### src/pdio_pkg.sv
// Package for the two-port parallel I/O block with slave port.
// Assumes an 8-bit register bus and a single 50 MHz clock.
package pdio_pkg;

    // ------------------------------------------------------------
    // Register offsets
    // ------------------------------------------------------------
    localparam logic [7:0] WIDE_PORT_DATA_OFS = 8'h08;
    localparam logic [7:0] CONTROL_PORT_DATA_OFS = 8'h09;
    localparam logic [7:0] WIDE_PORT_DIRECTION_OFS = 8'h88;
    localparam logic [7:0] SLAVE_PORT_STATUS_CONTROL_OFS = 8'h89;
    localparam logic [7:0] ANALOG_PIN_CONFIG_OFS = 8'h9f;

    // ------------------------------------------------------------
    // Field positions of the status/control register
    // ------------------------------------------------------------
    localparam int INPUT_FULL_BIT = 7;
    localparam int OUTPUT_FULL_BIT = 6;
    localparam int INPUT_OVERFLOW_BIT = 5;
    localparam int SLAVE_MODE_SELECT_BIT = 4;
    localparam int CTRL_DIR_MSB = 2;

    // Control port pin positions
    localparam int READ_STROBE_IDX = 0;
    localparam int WRITE_STROBE_IDX = 1;
    localparam int CHIP_SELECT_IDX = 2;

    // ------------------------------------------------------------
    // Reset values and masks
    // ------------------------------------------------------------
    localparam logic [7:0] WIDE_DIR_RESET = 8'hff;
    localparam logic [2:0] CTRL_DIR_RESET = 3'h7;
    localparam logic [7:0] DATA_RESET = 8'h00;
    localparam logic [2:0] CTRL_DATA_RESET = 3'h0;
    localparam logic [7:0] ANALOG_CFG_RESET = 8'h00;
    // Implemented bits of the analog configuration register
    localparam logic [7:0] ANALOG_CFG_MASK = 8'hcf;
    // Low bits: one digital-enable per control pin, 0 = analog
    localparam int ANALOG_DIGITAL_MSB = 2;

    // Synchronised control pins travel together
    typedef struct packed {
        logic chip_select_n;
        logic write_strobe_n;
        logic read_strobe_n;
    } ctrl_pins_t;

    // Slave-port transfer state
    typedef enum logic [1:0] {
        XFER_IDLE,
        XFER_WRITE,
        XFER_READ
    } xfer_state_t;

endpackage : pdio_pkg

### src/parallel_port_d_e_io.sv
// Wide 8-bit port and 3-bit control port with parallel slave port.
// Assumes a register master on I_MCLK; pins are asynchronous and
// pass two flip-flops before use. Tri-state is resolved outside.
//
// The plain strobed port was chosen for this implementation.
`timescale 1ns/1ps
`default_nettype none

module parallel_port_d_e_io (
    // Clock and reset
    input wire logic I_MCLK,
    input wire logic I_RESET,
    // Register bus
    input wire logic [7:0] i_ADDR,
    input wire logic [7:0] i_WDATA,
    input wire logic i_WR,
    input wire logic i_RD,
    output logic [7:0] o_RDATA,
    // Wide port pins
    input wire logic [7:0] i_WIDE_PIN,
    output logic [7:0] o_WIDE_PIN,
    output logic [7:0] o_WIDE_OE,
    // Control port pins
    input wire logic [2:0] i_CTRL_PIN,
    output logic [2:0] o_CTRL_PIN,
    output logic [2:0] o_CTRL_OE
);

    // ------------------------------------------------------------
    // Declarations
    // ------------------------------------------------------------
    // Two-stage synchronisers for the asynchronous pins
    logic [7:0] wide_meta_reg;
    logic [7:0] wide_sync_reg;
    logic [2:0] ctrl_meta_reg;
    logic [2:0] ctrl_sync_reg;

    // Software-visible latches and configuration
    logic [7:0] wide_out_reg;
    logic [7:0] wide_in_reg;
    logic [7:0] wide_dir_reg;
    logic [2:0] ctrl_out_reg;
    logic [2:0] ctrl_dir_reg;
    logic [7:0] analog_cfg_reg;
    logic slave_mode_reg;

    // Slave-port status flags
    logic input_full_reg;
    logic output_full_reg;
    logic overflow_reg;

    // Registered read answer
    logic [7:0] rdata_reg;

    // Transfer tracking on the synchronised strobes
    pdio_pkg::xfer_state_t xfer_reg;
    pdio_pkg::xfer_state_t xfer_next;
    pdio_pkg::ctrl_pins_t strobes;
    logic sel;
    logic wr_active;
    logic rd_active;
    logic write_done;
    logic read_start;

    // Read-side views
    logic [2:0] ctrl_digital;
    logic [2:0] ctrl_read_val;
    logic [7:0] status_val;

    // Register bus qualifiers
    logic cpu_wide_wr;
    logic cpu_wide_rd;
    logic cpu_stat_wr;

    // ------------------------------------------------------------
    // Pin synchronisers
    // ------------------------------------------------------------
    // Two stages each; only the second stage is read below. The
    // stages carry no reset: they flush within two clocks and a
    // reset term would only add a path into the metastable stage.
    always_ff @(posedge I_MCLK) begin
        wide_meta_reg <= i_WIDE_PIN;
        wide_sync_reg <= wide_meta_reg;
    end

    always_ff @(posedge I_MCLK) begin
        ctrl_meta_reg <= i_CTRL_PIN;
        ctrl_sync_reg <= ctrl_meta_reg;
    end

    // ------------------------------------------------------------
    // Bus decode
    // ------------------------------------------------------------
    // Register access qualifiers. Only the wide-port data and status addresses
    // have side effects beyond the register itself, so only those
    // get named qualifiers
    assign cpu_wide_wr = i_WR && (i_ADDR == pdio_pkg::WIDE_PORT_DATA_OFS);
    assign cpu_wide_rd = i_RD && (i_ADDR == pdio_pkg::WIDE_PORT_DATA_OFS);
    assign cpu_stat_wr = i_WR &&
        (i_ADDR == pdio_pkg::SLAVE_PORT_STATUS_CONTROL_OFS);

    // ------------------------------------------------------------
    // Slave-port strobe decode
    // ------------------------------------------------------------
    // Strobes use the raw digital level; the analog mask is a read
    // path only, so firmware must set pins digital before enabling
    assign strobes = pdio_pkg::ctrl_pins_t'(ctrl_sync_reg);
    assign sel = slave_mode_reg && !strobes.chip_select_n;
    assign wr_active = sel && !strobes.write_strobe_n;
    assign rd_active = sel && !strobes.read_strobe_n;

    // Transfer tracker: a transfer starts on the first sample with
    // both lines low and ends when either returns high
    // A write and a read that start in the same idle sample are tracked as the write only
    always_comb begin
        xfer_next = xfer_reg;
        unique case (xfer_reg)
            pdio_pkg::XFER_IDLE: begin
                if (wr_active) begin
                    xfer_next = pdio_pkg::XFER_WRITE;
                end else if (rd_active) begin
                    xfer_next = pdio_pkg::XFER_READ;
                end
            end
            pdio_pkg::XFER_WRITE: begin
                if (!wr_active) begin
                    xfer_next = pdio_pkg::XFER_IDLE;
                end
            end
            pdio_pkg::XFER_READ: begin
                if (!rd_active) begin
                    xfer_next = pdio_pkg::XFER_IDLE;
                end
            end
            // The fourth code is unused; recover to idle if ever seen
            default: begin
                xfer_next = pdio_pkg::XFER_IDLE;
            end
        endcase
    end

    always_ff @(posedge I_MCLK) begin
        if (I_RESET) begin
            xfer_reg <= pdio_pkg::XFER_IDLE;
        end else begin
            xfer_reg <= xfer_next;
        end
    end

    // Event pulses derived from the tracker
    // write_done lasts one cycle as the tracker returns to idle;
    // read_start fires only from idle, so a long read clears once
    assign write_done = (xfer_reg == pdio_pkg::XFER_WRITE) && !wr_active;
    assign read_start = (xfer_reg == pdio_pkg::XFER_IDLE) && !wr_active &&
        rd_active;

    // ------------------------------------------------------------
    // Wide port latches
    // ------------------------------------------------------------
    // Output latch written by firmware in either mode
    always_ff @(posedge I_MCLK) begin
        if (I_RESET) begin
            wide_out_reg <= pdio_pkg::DATA_RESET;
        end else if (cpu_wide_wr) begin
            wide_out_reg <= i_WDATA;
        end
    end

    // Input latch follows the pins while the write is held low, so
    // the level kept is the one just before the strobe rises
    always_ff @(posedge I_MCLK) begin
        if (I_RESET) begin
            wide_in_reg <= pdio_pkg::DATA_RESET;
        end else if (wr_active) begin
            wide_in_reg <= wide_sync_reg;
        end
    end

    // Direction register, all inputs after reset
    // Ignored for the data pins while slave mode owns them
    always_ff @(posedge I_MCLK) begin
        if (I_RESET) begin
            wide_dir_reg <= pdio_pkg::WIDE_DIR_RESET;
        end else if (i_WR && i_ADDR == pdio_pkg::WIDE_PORT_DIRECTION_OFS) begin
            wide_dir_reg <= i_WDATA;
        end
    end

    // ------------------------------------------------------------
    // Control port latches
    // ------------------------------------------------------------
    // Control output latch; seen only on pins set as outputs
    always_ff @(posedge I_MCLK) begin
        if (I_RESET) begin
            ctrl_out_reg <= pdio_pkg::CTRL_DATA_RESET;
        end else if (i_WR && i_ADDR == pdio_pkg::CONTROL_PORT_DATA_OFS) begin
            // Upper bits are dropped: only three pins exist
            ctrl_out_reg <=
                i_WDATA[pdio_pkg::CHIP_SELECT_IDX:pdio_pkg::READ_STROBE_IDX];
        end
    end

    // Analog configuration; reset leaves every control pin analog
    always_ff @(posedge I_MCLK) begin
        if (I_RESET) begin
            analog_cfg_reg <= pdio_pkg::ANALOG_CFG_RESET;
        end else if (i_WR && i_ADDR == pdio_pkg::ANALOG_PIN_CONFIG_OFS) begin
            analog_cfg_reg <= i_WDATA & pdio_pkg::ANALOG_CFG_MASK;
        end
    end

    assign ctrl_digital = analog_cfg_reg[pdio_pkg::ANALOG_DIGITAL_MSB:0];
    // Analog pins read zero. Only the read path is masked: the
    // strobe decode sees raw levels, so firmware must make the
    // pins digital before it enables slave mode.
    assign ctrl_read_val = ctrl_sync_reg & ctrl_digital;

    // ------------------------------------------------------------
    // Status/control register
    // ------------------------------------------------------------
    // Mode and control-pin directions
    // Writing the flag bits here has no effect except on overflow
    always_ff @(posedge I_MCLK) begin
        if (I_RESET) begin
            slave_mode_reg <= 1'b0;
            ctrl_dir_reg <= pdio_pkg::CTRL_DIR_RESET;
        end else if (cpu_stat_wr) begin
            slave_mode_reg <= i_WDATA[pdio_pkg::SLAVE_MODE_SELECT_BIT];
            ctrl_dir_reg <= i_WDATA[pdio_pkg::CTRL_DIR_MSB:0];
        end
    end

    // Input-full: set at end of a write, cleared in slave mode by a processor
    // read of the input latch; a set in the same cycle wins
    // Leaving slave mode clears it before either event is seen
    always_ff @(posedge I_MCLK) begin
        if (I_RESET) begin
            input_full_reg <= 1'b0;
        end else if (!slave_mode_reg) begin
            input_full_reg <= 1'b0;
        end else if (write_done) begin
            input_full_reg <= 1'b1;
        end else if (cpu_wide_rd) begin
            input_full_reg <= 1'b0;
        end
    end

    // Output-full: set by firmware write, cleared when the master
    // starts a read; the firmware set wins a same-cycle clash
    // Cleared as the read starts, not as it ends
    always_ff @(posedge I_MCLK) begin
        if (I_RESET) begin
            output_full_reg <= 1'b0;
        end else if (!slave_mode_reg) begin
            output_full_reg <= 1'b0;
        end else if (cpu_wide_wr) begin
            output_full_reg <= 1'b1;
        end else if (read_start) begin
            output_full_reg <= 1'b0;
        end
    end

    // Overflow: sticky, survives leaving slave mode, software clears
    // by writing zero; a new overflow beats the clear
    // Writing one sets it, which lets firmware test the flag path
    always_ff @(posedge I_MCLK) begin
        if (I_RESET) begin
            overflow_reg <= 1'b0;
        end else if (write_done && input_full_reg) begin
            overflow_reg <= 1'b1;
        end else if (cpu_stat_wr) begin
            overflow_reg <= i_WDATA[pdio_pkg::INPUT_OVERFLOW_BIT];
        end
    end

    // Assembled view; bit 3 is unimplemented
    always_comb begin
        status_val = 8'h00;
        status_val[pdio_pkg::INPUT_FULL_BIT] = input_full_reg;
        status_val[pdio_pkg::OUTPUT_FULL_BIT] = output_full_reg;
        status_val[pdio_pkg::INPUT_OVERFLOW_BIT] = overflow_reg;
        status_val[pdio_pkg::SLAVE_MODE_SELECT_BIT] = slave_mode_reg;
        status_val[pdio_pkg::CTRL_DIR_MSB:0] = ctrl_dir_reg;
    end

    // ------------------------------------------------------------
    // Read data
    // ------------------------------------------------------------
    // Answer in the cycle after the strobe; unmapped reads return 0
    // Returning zero between reads keeps a stale answer from looking
    // valid to a master that samples late
    always_ff @(posedge I_MCLK) begin
        if (I_RESET) begin
            rdata_reg <= 8'h00;
        end else if (i_RD) begin
            unique case (i_ADDR)
                pdio_pkg::WIDE_PORT_DATA_OFS: begin
                    if (slave_mode_reg) begin
                        rdata_reg <= wide_in_reg;
                    end else begin
                        rdata_reg <= wide_sync_reg;
                    end
                end
                pdio_pkg::CONTROL_PORT_DATA_OFS: begin
                    rdata_reg <= {5'h00, ctrl_read_val};
                end
                pdio_pkg::WIDE_PORT_DIRECTION_OFS: begin
                    rdata_reg <= wide_dir_reg;
                end
                pdio_pkg::SLAVE_PORT_STATUS_CONTROL_OFS: begin
                    rdata_reg <= status_val;
                end
                pdio_pkg::ANALOG_PIN_CONFIG_OFS: begin
                    rdata_reg <= analog_cfg_reg;
                end
                default: begin
                    rdata_reg <= 8'h00;
                end
            endcase
        end else begin
            rdata_reg <= 8'h00;
        end
    end

    assign o_RDATA = rdata_reg;

    // ------------------------------------------------------------
    // Pin drivers
    // ------------------------------------------------------------
    // Slave mode ignores the direction register: the external master
    // owns the bus direction and only a selected read drives it
    always_comb begin
        if (slave_mode_reg) begin
            o_WIDE_OE = {8{rd_active}};
        end else begin
            o_WIDE_OE = ~wide_dir_reg;
        end
    end

    // Output latch drives the data pins in both modes
    // In slave mode this is the byte the external master reads;
    // firmware writes to it also raise output-full
    assign o_WIDE_PIN = wide_out_reg;

    // Control drivers obey direction even as analog inputs or strobes
    // A pin set as output while used as a strobe fights the master,
    // so firmware must keep all three as inputs in slave mode
    assign o_CTRL_OE = ~ctrl_dir_reg;
    assign o_CTRL_PIN = ctrl_out_reg;

endmodule : parallel_port_d_e_io

`default_nettype wire

### config.mk
export PLATFORM = sky130hd
export DESIGN_NAME = parallel_port_d_e_io
export DESIGN_NICKNAME = d
export VERILOG_FILES = /design/src/pdio_pkg.sv /design/src/parallel_port_d_e_io.sv
export SDC_FILE = /design/constraint.sdc
export NUM_CORES = 1
export LEC_CHECK = 0
export BUFFER_PORTS_ARGS = -buffer_cell sky130_fd_sc_hd__buf_2
export CAP_MARGIN = 30
export CORE_MARGIN = 8
export CORE_UTILIZATION = 35
export CTS_CLUSTER_SIZE = 16
export DETAILED_ROUTE_END_ITERATION = 8
export RECOVER_POWER = 50
export SKIP_LAST_GASP = 1
export SLEW_MARGIN = 20
export SYNTH_ARGS = -nofsm -noshare
export SYNTH_HDL_FRONTEND = slang
export SYNTH_SLANG_ARGS = --single-unit
### constraint.sdc
create_clock -name I_MCLK -period 2.07 [get_ports I_MCLK]
set_clock_uncertainty 0.05 [all_clocks]
set_input_delay 0.414 -clock I_MCLK [delete_from_list [all_inputs] [get_ports I_MCLK]]
set_output_delay 0.414 -clock I_MCLK [all_outputs]
set_load 0.005 [all_outputs]
# Word-level counts from Yosys, hierarchy flattened
# Index checks and enable logic that the tools add are counted.
dict set report word_totals {
  output_inout_bits 30
  reg_bits 72
  word_cells 69
  input_bits 31
}
dict set report classes {
  n_reduce_logical 24
  n_eq_ne 10
  bitwise 5
  n_mux 14
}
# op n
set op_table {}
lappend op_table {{one-hot mux 8 bit (5 select lines)} 1}
lappend op_table {{== test 8 bit, second input constant} 3}
lappend op_table {{== test 8 x 4 -> 1 bit, second input constant} 2}
lappend op_table {{two-way mux 8 bit} 2}
lappend op_table {{logical AND 1 bit} 13}
lappend op_table {{two-way mux 2 bit} 4}
lappend op_table {{NOT 8 bit} 1}
lappend op_table {{two-way mux 1 bit} 6}
lappend op_table {{one-hot mux 2 bit (3 select lines)} 1}
lappend op_table {{nonzero test 2 bit} 3}
lappend op_table {{zero test 1 bit} 4}
lappend op_table {{!= test 2 bit, second input constant} 2}
lappend op_table {{OR reduction 2 bit} 2}
lappend op_table {{AND 3 bit} 1}
lappend op_table {{!= test 3 bit, second input constant} 1}
lappend op_table {{NOT 3 bit} 1}
lappend op_table {{AND reduction 3 bit} 1}
lappend op_table {{== test 2 x 1 -> 1 bit, second input constant} 1}
lappend op_table {{== test 2 bit, second input constant} 1}
lappend op_table {{zero test 2 bit} 1}
lappend op_table {{NOT 1 bit} 2}

# Depth between registers and ports, before layout
dict set report depth {
  word_depth 8
  mapped_depth 5
  mapped_depth_nobuf 4
}

# Worst setup path before layout
# No wires, ideal clock.
dict set report synth_path {
  path_type {input to register}
  start {input port i_ADDR[5]}
  end {register analog_cfg_reg[0]}
  arrival_time_ns 1.477
  path_buffers 1
  setup_time_ns 0.117
  stages 5
  path_slack_ns 0.426
  path_cell_list {or2_4 or4_4 buf_6 mux2i_1 nor2_1}
}
dict set report synth_via {
  elab_chain_len 2
}
# element line
set synth_rtl {}
lappend synth_rtl {{start: declaration} parallel_port_d_e_io.sv:14} ;# input wire logic [7:0] i_ADDR,
lappend synth_rtl {{== test 8 bit} parallel_port_d_e_io.sv:207} ;# end else if (i_WR && i_ADDR == pdio_pkg::ANALOG_PIN_CONFIG_OFS) begin
lappend synth_rtl {{logical AND 1 bit} parallel_port_d_e_io.sv:207}
lappend synth_rtl {{end signal: assignment} parallel_port_d_e_io.sv:206} ;# analog_cfg_reg <= pdio_pkg::ANALOG_CFG_RESET;
lappend synth_rtl {{end signal: assignment} parallel_port_d_e_io.sv:208} ;# analog_cfg_reg <= i_WDATA & pdio_pkg::ANALOG_CFG_MASK;
lappend synth_rtl {{end: declaration} parallel_port_d_e_io.sv:44} ;# logic [7:0] analog_cfg_reg;
# Every way passes these cells.
# A chain may end at the register's enable or synchronous reset.

# Final worst setup path
dict set report layout_path {
  start {input port i_ADDR[5]}
  end {register ctrl_dir_reg[2]}
}
dict set report layout_via {
  elab_chain_len 2
}
# element line
set layout_rtl {}
lappend layout_rtl {{== test 8 bit} parallel_port_d_e_io.sv:100} ;# (i_ADDR == pdio_pkg::SLAVE_PORT_STATUS_CONTROL_OFS);
lappend layout_rtl {{logical AND 1 bit} parallel_port_d_e_io.sv:99} ;# assign cpu_stat_wr = i_WR &&
lappend layout_rtl {{end signal: assignment} parallel_port_d_e_io.sv:226} ;# ctrl_dir_reg <= pdio_pkg::CTRL_DIR_RESET;
lappend layout_rtl {{end signal: assignment} parallel_port_d_e_io.sv:229} ;# ctrl_dir_reg <= i_WDATA[pdio_pkg::CTRL_DIR_MSB:0];
lappend layout_rtl {{end: declaration} parallel_port_d_e_io.sv:43} ;# logic [2:0] ctrl_dir_reg;
# Every way passes these cells.

==> flow_metrics.env <==
export IMPL_met1_usage_pct=15.14
export IMPL_critical_path_endpoint="ctrl_dir_reg[2]"
export IMPL_start_util_pct=35.75
export IMPL_syn2layout_area_growth_pct=25.58
export IMPL_grt_pass1_wl_um=11410
export IMPL_synth_fp_nets=302
export IMPL_avgSynthCellArea_um2=10.09
export IMPL_root_buffer="clkbuf_8"
export IMPL_globalplace_congestion=0.7988
export IMPL_worstPathMaxFanout=10
export IMPL_synthTopCellsByCount="dfxtp_1, nand2_1, nor2_1"
export IMPL_r2r_end="wide_in_reg[4]"
export IMPL_dr_pass1_iters=4
export IMPL_timing_critical_path_from="i_ADDR[5]"
export IMPL_finalPower_mw=3.150
export IMPL_cts_tree="built"
export IMPL_fin_nets=369
export IMPL_core_area_um2=7647
export IMPL_ioPinCount=61
export IMPL_period_minus_slack_ns=1.939
export IMPL_fin_crit_sh_pct=93.65
export IMPL_cpMaxStageDelayCell="clkbuf_1"
export IMPL_rsz0062_at_grt="no"
export IMPL_antenna_found_initial=0
export IMPL_reg2reg_from="slave_mode_reg"
export IMPL_wire_per_inst_um=15.67
export IMPL_vias_per_cell=4.845
export IMPL_clock_path_buffers=2
export IMPL_synth_top_area_share_pct=52.72
export IMPL_clk_pin_slew_ns=0.07
export IMPL_grt_start_max_net_pins=42
export IMPL_synth_largest_area_cell="dfxtp_1"
export IMPL_synth_seq_area_share_pct=52.72
export IMPL_drt_total_wl_um=6974
export IMPL_grt_pass1_vias=2194
export IMPL_use_met3_pct=5.700
export IMPL_r2r_cells=5
export IMPL_synth_most_common_cell="dfxtp_1"
export IMPL_std_cell_rows=32
export IMPL_htreeDepth=3
export IMPL_synth_area_um2=2734
export IMPL_synthTopCellsByArea="dfxtp_1, mux2i_1, mux2_2"
export IMPL_setup_worst_path_class="input port to register"
export IMPL_dieArea_um2=10900
export IMPL_dp_cells=429
export IMPL_crit_path_frequent_cell="clkbuf_1"
export IMPL_drv_slew=0
export IMPL_max_vdd_ir_drop_uv=453.1
export IMPL_fin_cells=445
export IMPL_clock_fmax_mhz=515.8
export IMPL_async_reset_ff_share_pct=0
export IMPL_antenna_left=0
export IMPL_cp_required_ns=2.25
export IMPL_grtUsageTotal_pct=13.12
export IMPL_finalSetupViolCount=0
export IMPL_busiest_layer="met2"
export IMPL_grt_overflow=0
export IMPL_grt_util_met2_pct=21.36
export IMPL_ys_warnings_count=0
export IMPL_hp_class="input port to register"
export IMPL_crit_chain="clkbuf_1, nor4b_4, clkbuf_1, nand4_1, a211o_1"
export IMPL_yosysUniqueCellTypes=42
export IMPL_drc_errors=0
export IMPL_dpl_hpwl_um=5100
export IMPL_vias=2156
export IMPL_cp_arrival_ns=2.12
export IMPL_drive_gt1_share_pct=26.24
export IMPL_path_buf_inv=2
export IMPL_cp_depth=5
export IMPL_clock_latency_ns=0.34
export IMPL_ys_ff_latch=72
export IMPL_critPathLaunchType="input port"
export IMPL_status="finished, final reports clean"
export IMPL_clkSinkCount=72
export IMPL_fin_tns_setup_ns=0
export IMPL_port_buffers=60
export IMPL_p_per_area_nw_per_um2=917.4
export IMPL_drtIter0Drc=100
export IMPL_critPathCaptureType="register"
export IMPL_rrSetupSlack_ns=0.21
export IMPL_worst_path_largest_cell_delay_ns=0.49
export IMPL_die_h_um=104.4
export IMPL_cp_top_family="simple AND/OR/NAND/NOR gates"
export IMPL_worst_slew_pin_transition_ns=0.5889
export IMPL_p_leak_nw=1.397
export IMPL_max_slew_margin_pct=60.74
export IMPL_synth_edf_count=0
export IMPL_die_x_um=104.4
export IMPL_hold_viol_final=0
export IMPL_synthCells=271
export IMPL_antenna_cells=0
export IMPL_cts_buffers=9
export IMPL_maxCapViolCount=0
export IMPL_synthFlopType="dfxtp_1"
## worst min-delay path by stage
| stage | start | endpoint | slack, ns | depth (start not counted) |
|---|---|---|---|---|
| final | i_WIDE_PIN[5] | wide_meta_reg[5] | 0.12 | 1 |
| after global placement | wide_meta_reg[3] | wide_sync_reg[3] | 0.26 | 0 |
| after floorplan | ctrl_meta_reg[0] | ctrl_sync_reg[0] | 0.26 | 0 |
| after detailed placement | ctrl_meta_reg[1] | ctrl_sync_reg[1] | 0.26 | 0 |
| after CTS | i_WIDE_PIN[1] | wide_meta_reg[1] | 0.09 | 1 |
| after global routing | i_WIDE_PIN[6] | wide_meta_reg[6] | 0.08 | 1 |
## placed cells by master, fill, tap and decap left out, drive strengths merged, types with 4 or more instances in the layout
cell type  instances
buf               51
nand3b             6
dfxtp             72
a211o              5
nor2              24
nand3             13
mux2i             16
o21ai              8
a21oi             14
a32oi              5
mux2              13
a31oi              4
inv                8
nand2             35
bufinv             5
nand4              5
a22oi              4
clkbuf            31
## stage by stage
| step | util [%] | area, um^2 | setup slack [ns] | hold slack [ns] |
|---|---|---|---|---|
| after floorplan | - | 2734 | 0.4260 | 0.2596 |
| after global placement | 41.54 | 3177 | 0.2368 | 0.2604 |
| after detailed placement | 41.54 | 3177 | 0.2121 | 0.2621 |
| after CTS | 45.52 | 3481 | 0.09579 | 0.09259 |
| after global routing | 44.90 | 3433 | 0.01975 | 0.08448 |
| final | 44.90 | 3433 | 0.1314 | 0.1174 |
## worst register-to-register path: stages (launching register included)
cell	delay, ns
dfxtp_1	0.33
buf_4	0.26
nor3b_1	0.48
buf_4	0.30
mux2i_1	0.25
nor2_1	0.06
## logic make-up (layout without fill, tap and decap cells)
group / count (synthesis) / in the layout / share of synthesized area [%]
AOI/OAI and AO/OA: 45 / 45 / 10.71
buffers and inverters: 23 / 95 / 3.753
muxes: 29 / 29 / 11.21
and+or+nand+nor: 102 / 102 / 21.60
DFF: 72 / 72 / 52.72
## repair_timing
item / 4_1_cts / 5_1_grt
hold endpoints to repair: 0 / 0
hold buffers: 0 / 0
resized for setup: 1 / 0
buffers inserted: 0 / 0
endpoints found under the setup margin: 5 / 0
## area by class of cell
cell class,count,area [um^2]
Clock buffer,11,151.4
Fill cell,754,4214
Multi-Input combinational cell,176,1177
Clock inverter,5,150.1
Inverter,8,30.03
Sequential cell,72,1441
Tap cell,102,127.6
Timing Repair Buffer,71,355.3
## report_power, final
part	switching (mW)	internal, mW
combinational	0.0675	0.0515
clock	0.502	1.11
sequential	0.00994	1.41
## routing by layer
layer,share of wire (%),wire (um)
met1,45,3133
met2,49,3438
met3,5.4,378
met4,0.33,23
met5,0,0
No activity file was read; power rests on OpenSTA's default activity.
